==> config.mk <==
export PLATFORM = sky130hd
export DESIGN_NAME = extend_and_hint_decode
export DESIGN_NICKNAME = d
export VERILOG_FILES = /design/src/verilog/ext_hint_pkg.sv /design/src/verilog/extend_and_hint_decode.sv /design/src/verilog/low_reg_file.sv
export SDC_FILE = /design/constraint.sdc
export NUM_CORES = 1
export LEC_CHECK = 0
export BUFFER_PORTS_ARGS = -buffer_cell sky130_fd_sc_hd__buf_2
export CORE_ASPECT_RATIO = 1.2
export CORE_MARGIN = 2
export CORE_UTILIZATION = 40
export CTS_BUF_LIST = sky130_fd_sc_hd__clkbuf_4 sky130_fd_sc_hd__clkbuf_8
export CTS_CLUSTER_SIZE = 30
export DETAILED_ROUTE_END_ITERATION = 7
export SLEW_MARGIN = 20
export SYNTH_ARGS = -nofsm -noshare
export SYNTH_HDL_FRONTEND = slang
export SYNTH_SLANG_ARGS = --single-unit
==> constraint.sdc <==
create_clock -name clk_i -period 2.2 [get_ports clk_i]
set_input_delay 0.66 -clock clk_i [delete_from_list [all_inputs] [get_ports clk_i]]
set_output_delay 0.66 -clock clk_i [all_outputs]
set_load 0.02 [all_outputs]
==> src/verilog/ext_hint_pkg.sv <==
// shared constants and types for the extend and hint decode unit
// assumes a 16-bit halfword opcode stream and an 8-entry low register set
package ext_hint_pkg;
    localparam int unsigned REG_IDX_W = 3;
    localparam int unsigned DATA_W = 32;
    localparam int unsigned REG_COUNT = 8;
    localparam logic [9:0] BYTE_ZEXT_OP = 10'h2cb;
    localparam logic [9:0] HALF_ZEXT_OP = 10'h2ca;
    localparam logic [15:0] WAIT_EVENT_OP = 16'hbf20;
    localparam logic [15:0] WAIT_INTR_OP = 16'hbf30;
    localparam logic [15:0] YIELD_OP = 16'hbf10;
    localparam int unsigned OP_HI = 15;
    localparam int unsigned OP_LO = 6;
    localparam int unsigned SRC_HI = 5;
    localparam int unsigned SRC_LO = 3;
    localparam int unsigned DST_HI = 2;
    localparam int unsigned DST_LO = 0;
    localparam int unsigned BYTE_W = 8;
    localparam int unsigned HALF_W = 16;
    localparam int unsigned ROTATION = 0;
    localparam int unsigned PRIO_W = 8;
    localparam logic [REG_IDX_W-1:0] REG_IDX_RST = 3'h0;

    typedef enum logic [1:0] {
        RUN_S = 2'b00,
        WAIT_EVENT_S = 2'b01,
        WAIT_INTR_S = 2'b10
    } run_state_t;

    // one issued halfword and its condition result
    typedef struct packed {
        logic valid;
        logic cond_pass;
        logic [15:0] opcode;
    } issue_t;

    // exception wake request with its group priority (lower is higher)
    typedef struct packed {
        logic pending;
        logic [PRIO_W-1:0] group_prio;
    } wake_req_t;

    // register write port towards the register file
    typedef struct packed {
        logic en;
        logic [REG_IDX_W-1:0] idx;
        logic [DATA_W-1:0] data;
    } reg_wr_t;
endpackage

==> src/verilog/extend_and_hint_decode.sv <==
// decode and execute of zero-extend and wait/yield hint halfwords
// assumes one issue per cycle from fetch while not stalled; exception
// inputs come from logic on the same clock
// Contract
// - halfword bits 15..6 = 1011001011 is byte_zero_extend, low 8 bits.
// - halfword bits 15..6 = 1011001010 is halfword_zero_extend, low 16 bits.
// - source_register_index is bits 5..3, destination bits 2..0, rotation 0.
// - a failed condition leaves registers and wait state unchanged.
// - opcode 0xbf20 is wait_for_event_hint with no operand decode.
// - wait for event clears a set event register, else enters the wait.
// - any wake event, send_event_instruction included, ends the event wait.
// - opcode 0xbf30 is wait_for_interrupt_hint with no operand decode.
// - wait for interrupt suspends execution until a wake, raising nothing.
// - with priority_mask_bit set, a higher priority exception still wakes.
// - an exception not above the execution priority does not wake.
// - opcode 0xbf10 is the yield hint with no operand decode.
// - yield may swap hardware threads; this unit has none.
`timescale 1ns/10ps
module extend_and_hint_decode
    import ext_hint_pkg::*;
(
    input wire logic clk_i,
    input wire logic rst_i,
    input wire issue_t issue_i,
    input wire logic event_set_i,
    input wire logic send_event_i,
    input wire logic wake_event_i,
    input wire wake_req_t exc_i,
    input wire logic [PRIO_W-1:0] exec_prio_i,
    input wire logic priority_mask_bit_i,
    input wire reg_wr_t ext_wr_i,
    output reg_wr_t reg_wr_o,
    output logic stall_o,
    output logic low_power_o,
    output logic pc_advance_o,
    output logic event_clear_o,
    output logic flags_write_o,
    output logic exception_o,
    output logic [DATA_W-1:0] result_o
);
    function automatic logic [DATA_W-1:0] zext(
        input logic [DATA_W-1:0] v,
        input logic half
    );
        logic [DATA_W-1:0] rot;
        rot = (v >> ROTATION) | (v << (DATA_W - ROTATION));
        if (half) begin
            zext = {{(DATA_W-HALF_W){1'b0}}, rot[HALF_W-1:0]};
        end else begin
            zext = {{(DATA_W-BYTE_W){1'b0}}, rot[BYTE_W-1:0]};
        end
    endfunction

    function automatic logic op_field_is(
        input logic [15:0] op,
        input logic [9:0] code
    );
        op_field_is = op[OP_HI:OP_LO] == code;
    endfunction

    run_state_t state_r, state_nxt;
    logic pend_r, pend_nxt;
    logic fwd_r, fwd_nxt;
    logic pend_half_r, pend_half_nxt;
    logic [REG_IDX_W-1:0] pend_dst_r, pend_dst_nxt;
    reg_wr_t reg_wr_r, reg_wr_nxt;
    logic low_power_r, low_power_nxt;
    logic pc_adv_r, pc_adv_nxt;
    logic ev_clr_r, ev_clr_nxt;
    logic [DATA_W-1:0] result_r, result_nxt;
    logic [DATA_W-1:0] src_data;
    logic [DATA_W-1:0] operand;
    logic [REG_IDX_W-1:0] src_idx;
    logic is_byte, is_half, is_wfe, is_wfi, is_yield, go, exc_wake;
    reg_wr_t rf_wr;

    always_comb begin
        is_byte = op_field_is(issue_i.opcode, BYTE_ZEXT_OP);
        is_half = op_field_is(issue_i.opcode, HALF_ZEXT_OP);
        is_wfe = issue_i.opcode == WAIT_EVENT_OP;
        is_wfi = issue_i.opcode == WAIT_INTR_OP;
        is_yield = issue_i.opcode == YIELD_OP;
        src_idx = issue_i.opcode[SRC_HI:SRC_LO];
        // a result still on its way into the file comes from result_r
        operand = fwd_r ? result_r : src_data;
        // issue only accepted while running
        go = issue_i.valid && issue_i.cond_pass && (state_r == RUN_S);
        // lower number is higher priority; mask bit does not block wake
        exc_wake = exc_i.pending
            && (exc_i.group_prio < exec_prio_i);
    end

    // own writes win the port; external writes go through otherwise
    // an external write that collides with an own write is lost
    always_comb begin
        rf_wr = reg_wr_r.en ? reg_wr_r : ext_wr_i;
    end

    low_reg_file u_regs (
        .clk_i(clk_i),
        .rst_i(rst_i),
        .wr_i(rf_wr),
        .rd_idx_i(src_idx),
        .rd_data_o(src_data)
    );

    always_comb begin
        state_nxt = state_r;
        pend_nxt = 1'b0;
        fwd_nxt = 1'b0;
        pend_half_nxt = pend_half_r;
        pend_dst_nxt = pend_dst_r;
        reg_wr_nxt = '0;
        pc_adv_nxt = 1'b0;
        ev_clr_nxt = 1'b0;
        result_nxt = result_r;
        // operand read is registered; write lands two cycles after issue
        if (pend_r) begin
            result_nxt = zext(operand, pend_half_r);
            reg_wr_nxt.en = 1'b1;
            reg_wr_nxt.idx = pend_dst_r;
            reg_wr_nxt.data = result_nxt;
        end
        case (state_r)
            RUN_S: begin
                if (go) begin
                    pc_adv_nxt = 1'b1;
                    if (is_byte || is_half) begin
                        pend_nxt = 1'b1;
                        pend_half_nxt = is_half;
                        pend_dst_nxt = issue_i.opcode[DST_HI:DST_LO];
                        // the file has not yet seen the op just ahead
                        fwd_nxt = pend_r && (src_idx == pend_dst_r);
                    end else if (is_wfe) begin
                        if (event_set_i) begin
                            ev_clr_nxt = 1'b1;
                        end else begin
                            state_nxt = WAIT_EVENT_S;
                        end
                    end else if (is_wfi) begin
                        state_nxt = WAIT_INTR_S;
                    end else if (is_yield) begin
                        // single thread: nothing to swap, only the advance
                        state_nxt = RUN_S;
                    end
                end
            end
            WAIT_EVENT_S: begin
                // an exception that would end the interrupt wait ends this too
                if (wake_event_i || send_event_i || exc_wake) begin
                    state_nxt = RUN_S;
                end
            end
            WAIT_INTR_S: begin
                if (exc_wake || wake_event_i) begin
                    state_nxt = RUN_S;
                end
            end
            default: begin
                state_nxt = RUN_S;
            end
        endcase
        // stall and low power leave from one register
        low_power_nxt = state_nxt != RUN_S;
    end

    always_ff @(posedge clk_i) begin
        if (rst_i) begin
            state_r <= RUN_S;
            pend_r <= 1'b0;
            fwd_r <= 1'b0;
            pend_half_r <= 1'b0;
            pend_dst_r <= REG_IDX_RST;
            reg_wr_r <= '0;
            low_power_r <= 1'b0;
            pc_adv_r <= 1'b0;
            ev_clr_r <= 1'b0;
            result_r <= '0;
        end else begin
            state_r <= state_nxt;
            pend_r <= pend_nxt;
            fwd_r <= fwd_nxt;
            pend_half_r <= pend_half_nxt;
            pend_dst_r <= pend_dst_nxt;
            reg_wr_r <= reg_wr_nxt;
            low_power_r <= low_power_nxt;
            pc_adv_r <= pc_adv_nxt;
            ev_clr_r <= ev_clr_nxt;
            result_r <= result_nxt;
        end
    end

    // no form in this group writes flags or faults; kept as registers so
    // the outputs still leave from flip-flops
    logic flags_wr_r, flags_wr_nxt;
    logic fault_r, fault_nxt;

    always_comb begin
        flags_wr_nxt = 1'b0;
        fault_nxt = 1'b0;
    end

    always_ff @(posedge clk_i) begin
        if (rst_i) begin
            flags_wr_r <= 1'b0;
            fault_r <= 1'b0;
        end else begin
            flags_wr_r <= flags_wr_nxt;
            fault_r <= fault_nxt;
        end
    end

    assign reg_wr_o = reg_wr_r;
    assign low_power_o = low_power_r;
    assign stall_o = low_power_r;
    assign pc_advance_o = pc_adv_r;
    assign event_clear_o = ev_clr_r;
    assign flags_write_o = flags_wr_r;
    assign exception_o = fault_r;
    assign result_o = result_r;
endmodule

==> src/verilog/low_reg_file.sv <==
// eight-entry register file with one write port and registered read
// assumes the read index is offered one cycle before the data is needed
`timescale 1ns/10ps
module low_reg_file
    import ext_hint_pkg::*;
(
    input wire logic clk_i,
    input wire logic rst_i,
    input wire reg_wr_t wr_i,
    input wire logic [REG_IDX_W-1:0] rd_idx_i,
    output logic [DATA_W-1:0] rd_data_o
);
    logic [DATA_W-1:0] mem_r [REG_COUNT];
    logic [DATA_W-1:0] rd_data_r;
    logic [DATA_W-1:0] rd_data_nxt;

    always_comb begin
        rd_data_nxt = mem_r[rd_idx_i];
        // write-through keeps dependent ops two issues apart coherent
        if (wr_i.en && (wr_i.idx == rd_idx_i)) begin
            rd_data_nxt = wr_i.data;
        end
    end

    always_ff @(posedge clk_i) begin
        if (rst_i) begin
            for (int i = 0; i < REG_COUNT; i++) begin
                mem_r[i] <= '0;
            end
            rd_data_r <= '0;
        end else begin
            if (wr_i.en) begin
                mem_r[wr_i.idx] <= wr_i.data;
            end
            rd_data_r <= rd_data_nxt;
        end
    end

    assign rd_data_o = rd_data_r;
endmodule
==> run_results.csv, run 1 <==
group,metric,value,unit
critical_path,path_class,"reg2out",
critical_path,cp_slowest_stage_delay,0.50,ns
pwr,power.density,710,nW/um2
yosys,yosysWarnings,0,
critical_path,cp-endpoint,"reg_wr_o[35]",
floorplanning,dieArea,22600,um2
global_routing,grt_pass1_vias,5767,
detailed_routing,avgViaCountPerCell,5.19,
detailed_routing,firstDrtPassIters,5,
critical_path,critPathTopFamily,"flip-flops",
timing,clock-skew-final,0.0148,ns
min_path,hold_path_class,"in2reg",
critical_path,end_kind,"output pin",
yosys,syn_inst,675,
floorplanning,num_rows,58,
placed_design,gp_congestion,0.761,
global_routing,grt_max_degree,33,
timing,rsz0062_at_grt,"no",
detailed_routing,antenna_left,0,
yosys,yosysMostFrequentCell,"nor2_1",
placed_design,io_buffers,99,
global_routing,gr-total-overflow,0,
cts,hold_buffers,0,
critical_path,r2r_cells,7,
cts,clk_pin_slew_worst_paths,0.10,ns
final_layout,nNetsFinal,897,
cts,clkSinkCount,191,
final_layout,final_layout_size_suffix_gt1_share,28.0,%
yosys,synthTopCellsByArea,"edfxtp_1 45%, dfxtp_1 15%, nor2_1 7.0%",
yosys,synth_edf_count,128,
yosys,yosysTopAreaCell,"edfxtp_1",
pwr,p_total,7140,uW
cts,cts_setup_buffers,0,
timing,final_hold_viol_count,0,
global_routing,grt_use_total,18.3,%
critical_path,worstPathArrival,1.41,ns
yosys,syn_area,8580,um2
yosys,synth.avg_cell_area,12.7,um2
timing,period_share,94.2,%
placed_design,dp.cells,1064,
cts,cts_root_buf,"clkbuf_8",
critical_path,critPathBufInv,2,
cts,cts_buffer_depth,2,
global_routing,antenna_found_initial,0,
detailed_routing,dr_total_vias,5690,
final_layout,instances_no_fill,1096,
critical_path,crit_chain,"buf_4 > buf_2",
timing,slew_viol_final,0,
critical_path,rr_endpoint,"u_regs.mem_r[2][15]$_SDFFCE_PN0P_",
floorplanning,core_region_area,21000,um2
detailed_routing,drc_errors,0,
critical_path,startpoint_type,"register",
floorplanning,die_y,164,um
critical_path,r2r-start,"reg_wr_o[35]$_SDFF_PP0_",
global_routing,grt_pass1_wl,30900,um
final_layout,multi_input_area,3050,um2
critical_path,crit_fanout,16,
pwr,cellLeakagePower,0.00407,uW
yosys,synth_cell_types,52,
cts,cts_tree,"done",
cts,clk_latency,0.46,ns
critical_path,cp.depth,2,
yosys,synth-seq-cells,191,
timing,clock.fmax,483,MHz
timing,maxSlewHeadroom,59.9,%
yosys,async_reset_ff_share,0,%
cts,postCtsResizedCells,1,
pwr,ir_drop,0.000339,V
critical_path,r2r_slack,0.28,ns
detailed_routing,wl_per_cell,18.5,um
cts,h-tree-depth,4,
detailed_routing,drt_first_iter_violations,275,
timing,whs,0.467,ns
final_layout,syn2layout_area_growth,17.2,%
outcome,status,"finished, final reports clean",
final_layout,diodes,0,
detailed_routing,wl,20300,um
critical_path,cp_slowest_cell,"dfxtp_2",
floorplanning,io_pins,151,
job,maxCapViolations,0,
critical_path,crit_required,1.54,ns
yosys,ys.flop_type,"edfxtp_1",
cts,cts_buffers,17,
floorplanning,start_util,40.9,%
timing,worst_pin_slew,0.595,ns
final_layout,layout.area.seq,5110,um2
placed_design,dp_hpwl,14400,um
timing,finalSetupViolCount,0,
critical_path,crit_start,"reg_wr_o[35]$_SDFF_PP0_",
yosys,synthTopCellsByCount,"161 x nor2_1, 128 x edfxtp_1, 63 x dfxtp_1",
yosys,ys_seq_area_share,59.5,%
final_layout,final_util,47.9,%
yosys,yosys.area.top_type_share,44.8,%
floorplanning,die_w,138,um
timing,fin_crit,2.07,ns
final_layout,fillers,1826,
layer usage:
metal | up-vias | part of all wire, % | global-route usage [%]
li1 | 2651 | - | -
met1 | 2807 | 40 | 21.7
met2 | 216 | 52 | 32.9
met3 | 16 | 5.9 | 3.81
met4 | 0 | 1.3 | 5.94
met5 | - | 0 | 0
sequential cells by signal, indices dropped and copies added, names as in the netlist:
signal	flops
event_clear_o	1
fwd_r	1
low_power_o	1
pc_advance_o	1
pend_dst_r	3
pend_half_r	1
pend_r	1
reg_wr_o	20
result_o	16
state_r	2
u_regs.mem_r	128
u_regs.rd_data_o	16
through the flow:
| step | area [um2] | TNS, ns | worst slack [ns] |
|---|---|---|---|
| 2_1_floorplan | 8700 | 0 | 0.0372 |
| 3_3_place_gp | 9620 | -0.589 | -0.0745 |
| 3_5_place_dp | 9620 | -0.888 | -0.122 |
| 4_1_cts | 10100 | 0 | 0.101 |
| 5_1_grt | 10100 | 0 | 0.0383 |
| 6_report | 10100 | 0 | 0.127 |
report_power, final:
| group | internal [uW] | total (uW) | leakage (uW) | switching (uW) |
|---|---|---|---|---|
| clock | 1210 | 2480 | 0.000238 | 1270 |
| sequential | 3940 | 3970 | 0.00186 | 28.4 |
| combinational | 296 | 690 | 0.00197 | 393 |
| total | 5450 | 7140 | 0.00407 | 1690 |
tightest hold or removal path, stage by stage:
cell     delay [ns]
buf_2          0.09
mux2i_1        0.06
nor2_1         0.08
worst min path at each step:
stage	startpoint	endpoint	slack [ns]	depth (start not counted)
6_report	issue_i[2]	pend_dst_r[2]$_SDFFE_PP0P_	0.47	3
5_1_grt	issue_i[2]	pend_dst_r[2]$_SDFFE_PP0P_	0.46	3
4_1_cts	issue_i[2]	pend_dst_r[2]$_SDFFE_PP0P_	0.44	3
3_5_place_dp	result_o[5]$_SDFFE_PP0P_	result_o[5]$_SDFFE_PP0P_	0.47	1
3_3_place_gp	result_o[4]$_SDFFE_PP0P_	result_o[4]$_SDFFE_PP0P_	0.46	1
2_1_floorplan	pend_dst_r[0]$_SDFFE_PP0P_	reg_wr_o[32]$_SDFF_PP0_	0.47	1
cells in the final DEF, fill, tap and decap left out, types with 6 or more instances in the layout:
cell / n
buf_2: 99
edfxtp_1: 128
dfxtp_1: 62
nand2_1: 11
ha_1: 7
mux4_2: 24
buf_4: 48
nor2b_1: 30
a21o_1: 9
a211oi_1: 32
a21oi_1: 17
conb_1: 34
mux2i_1: 29
clkbuf_8: 17
buf_12: 11
nor2_1: 161
mux4_1: 8
inv_1: 13
nand2b_1: 12
nand2_2: 6
logic make-up after synthesis:
kind of cell | Yosys count | share of synthesized area [%]
compound gates | 78 | 6.65
flops | 191 | 59.5
mux | 61 | 12.1
other cells | 1 | 0.0437
fa+ha+maj | 7 | 1.02
xor+xnor | 5 | 0.510
buf+inv | 85 | 6.39
simple gates | 247 | 13.8
area by class of cell:
class / instances / area share, %
multi-input combinational: 432 / 30.3
clock inverter: 15 / 1.98
clock buffer: 17 / 2.33
sequential: 191 / 50.8
timing repair buffer: 158 / 10.7
tap: 270 / 3.36
inverter: 13 / 0.485
Power figures use the tool's default switching activity.
==> run 2: changes to the inputs <==
--- a/config.mk
+++ b/config.mk
@@ -5,6 +5,7 @@
 export SDC_FILE = /design/constraint.sdc
 export NUM_CORES = 1
 export LEC_CHECK = 0
+export ABC_AREA = 1
 export BUFFER_PORTS_ARGS = -buffer_cell sky130_fd_sc_hd__buf_2
 export CORE_ASPECT_RATIO = 1.2
 export CORE_MARGIN = 2
==> run 2 against run 1 <==
First-iteration DRC count grew 64%. Critical path depth increased by 6. Clock skew is 0.0060 ns higher. Sequential share of layout area is 0.34 points higher. Cell count rose by 24%.
==> run_results.csv, run 2 <==
group,metric,value,unit
outcome,status,"finished, final reports clean",
global_routing,grt_pass1_wl,32900,um
cts,postCtsResizedCells,0,
pwr,ir_drop,0.000407,V
timing,worst_pin_slew,0.628,ns
timing,rsz0062_at_grt,"no",
timing,clock.fmax,521,MHz
critical_path,end_kind,"register",
critical_path,crit_fanout,19,
yosys,yosys.area.top_type_share,44.1,%
yosys,synthTopCellsByCount,"289 x nor2_1, 128 x edfxtp_1, 110 x nand2_1",
yosys,synth_cell_types,30,
critical_path,cp_slowest_cell,"dfxtp_1",
cts,cts_setup_buffers,0,
detailed_routing,firstDrtPassIters,5,
timing,maxSlewHeadroom,58.1,%
cts,h-tree-depth,4,
timing,layout_setup_ws,0.281,ns
critical_path,r2r_cells,8,
timing,setup_tns,0,ns
yosys,syn_area,8710,um2
yosys,yosysWarnings,0,
cts,cts_root_buf,"clkbuf_8",
final_layout,final_util,46.3,%
timing,clock-skew-final,0.0208,ns
final_layout,final_cell_mix,"289 x nor2_1, 128 x edfxtp_1, 110 x nand2_1",
cts,clkSinkCount,191,
cts,cts_buffers,17,
critical_path,crit_chain,"inv_2 > nand2_1 > nand2_1 > inv_2 > nor2_2 > nand2_1 > nand2_1 > buf_4",
min_path,min-delay-start,"u_regs.rd_data_o[1]$_SDFF_PP0_",
yosys,synthTopCellsByArea,"edfxtp_1 44%, dfxtp_1 14%, nor2_1 12%",
timing,period_share,87.2,%
yosys,yosysMostFrequentCell,"nor2_1",
yosys,ys_seq_area_share,58.6,%
yosys,async_reset_ff_share,0,%
global_routing,grt_pass1_vias,6538,
pwr,power.density,708,nW/um2
timing,fin_crit,1.92,ns
global_routing,gr-total-overflow,0,
detailed_routing,wl,20000,um
detailed_routing,antenna_left,0,
timing,slew_viol_final,0,
critical_path,cp_slowest_stage_delay,0.35,ns
final_layout,layout_commonest_cell,"nor2_1",
placed_design,dpl_worst_slack,0.176,ns
floorplanning,dieArea,23000,um2
critical_path,crit_required,2.36,ns
placed_design,placed_cell_area,9570,um2
final_layout,nNetsFinal,1160,
final_layout,final_layout_size_suffix_gt1_share,20.7,%
detailed_routing,wl_per_cell,14.7,um
floorplanning,num_rows,59,
detailed_routing,dr_total_vias,6753,
cts,cts_buffer_depth,2,
final_layout,diodes,0,
job,maxCapViolations,0,
placed_design,gp_congestion,0.767,
critical_path,worstPathArrival,2.08,ns
critical_path,path_class,"reg2reg",
floorplanning,die_w,139,um
cts,cts_tree,"done",
final_layout,syn2layout_area_growth,14.6,%
min_path,hold_end,"reg_wr_o[1]$_SDFF_PP0_",
cts,hold_buffers,0,
pwr,cellLeakagePower,0.00427,uW
min_path,hold_path_class,"reg2reg",
yosys,synth_edf_count,128,
min_path,hold_path_depth,2,
global_routing,antenna_found_initial,0,
critical_path,r2r_slack,0.28,ns
cts,clk_pin_slew_worst_paths,0.11,ns
detailed_routing,drc_errors,0,
floorplanning,core_region_area,21600,um2
timing,final_hold_viol_count,0,
yosys,synth-seq-cells,191,
final_layout,instances_no_fill,1363,
placed_design,dp_hpwl,14200,um
critical_path,r2r-start,"reg_wr_o[35]$_SDFF_PP0_",
critical_path,critPathTopFamily,"simple AND/OR/NAND/NOR gates",
critical_path,cpMostUsedCell,"nand2_1",
floorplanning,io_pins,151,
final_layout,fin_area,9980,um2
cts,clk_latency,0.46,ns
floorplanning,start_util,40.4,%
critical_path,critPathBufInv,3,
critical_path,rr_endpoint,"u_regs.mem_r[3][2]$_SDFFCE_PN0P_",
critical_path,startpoint_type,"register",
yosys,ys.flop_type,"edfxtp_1",
detailed_routing,avgViaCountPerCell,4.95,
final_layout,regMostFlops,"u_regs.mem_r",
yosys,yosysTopAreaCell,"edfxtp_1",
placed_design,dp.cells,1331,
final_layout,largest_register_ffs,128,
global_routing,grt_use_total,17.9,%
detailed_routing,drt_first_iter_violations,451,
global_routing,grt_max_degree,44,
placed_design,io_buffers,99,
floorplanning,die_y,166,um
yosys,syn_inst,967,
yosys,synth.avg_cell_area,9.01,um2
timing,finalSetupViolCount,0,
## run 2: cells by family after synthesis
| kind of cell | count (synthesis) | synth area share (%) |
|---|---|---|
| fa+ha+maj | 7 | 1.01 |
| other cells | 1 | 0.0431 |
| buf+inv | 146 | 8.30 |
| flops | 191 | 58.6 |
| xor+xnor | 1 | 0.101 |
| simple gates | 456 | 20.9 |
| compound gates | 165 | 11.0 |
## run 2: how the worst max path moves through the flow
stage,cells after the start,slack (ns),to,start
floorplan,6,0.07,u_regs.mem_r[0][0]$_SDFFCE_PN0P_,reg_wr_o[35]$_SDFF_PP0_
global placement,8,0.23,u_regs.mem_r[3][5]$_SDFFCE_PN0P_,ext_wr_i[32]
detailed placement,8,0.18,u_regs.mem_r[3][0]$_SDFFCE_PN0P_,ext_wr_i[32]
CTS,8,0.25,u_regs.mem_r[3][1]$_SDFFCE_PN0P_,reg_wr_o[35]$_SDFF_PP0_
global route,8,0.06,u_regs.mem_r[3][2]$_SDFFCE_PN0P_,reg_wr_o[35]$_SDFF_PP0_
finish,8,0.28,u_regs.mem_r[3][2]$_SDFFCE_PN0P_,reg_wr_o[35]$_SDFF_PP0_
## run 2: metal layers
| layer | wire, um | up-vias | global-route usage, % | share of wire, % |
|---|---|---|---|---|
| li1 | - | 3347 | - | - |
| met1 | 8290 | 3222 | 21.1 | 41 |
| met2 | 10600 | 171 | 33.7 | 53 |
| met3 | 987 | 13 | 3.82 | 4.9 |
| met4 | 180 | 0 | 3.51 | 0.90 |
| met5 | 0 | - | 0 | 0 |
## run 2: area by class of cell
type | count | area [um2]
tap | 274 | 343
fill | 2138 | 11600
clock buffer | 19 | 262
timing repair buffer | 136 | 861
inverter | 67 | 256
sequential | 191 | 5100
multi-input combinational | 663 | 3000
clock inverter | 13 | 153
## run 2: metrics by stage
stage | hold WS, ns | power [uW]
4_1_cts | 0.460 | 7130
3_5_place_dp | 0.455 | 4770
5_1_grt | 0.449 | 7380
6_report | 0.460 | 7070
3_3_place_gp | 0.451 | 4760
2_1_floorplan | 0.443 | 4550
## run 2: tightest hold or removal path, delay by kind of cell (launching register included)
| kind | cells | cell delay (ns) |
|---|---|---|
| flops | 1 | 0.31 |
| compound gates | 1 | 0.07 |
| simple gates | 1 | 0.05 |
## run 2: power breakdown
group	leakage, uW	total [uW]	switching [uW]	internal, uW
Sequential	0.00181	3990	32.8	3960
Combinational	0.00224	686	460	225
Clock	0.000214	2390	1290	1100
Total	0.00427	7070	1780	5290
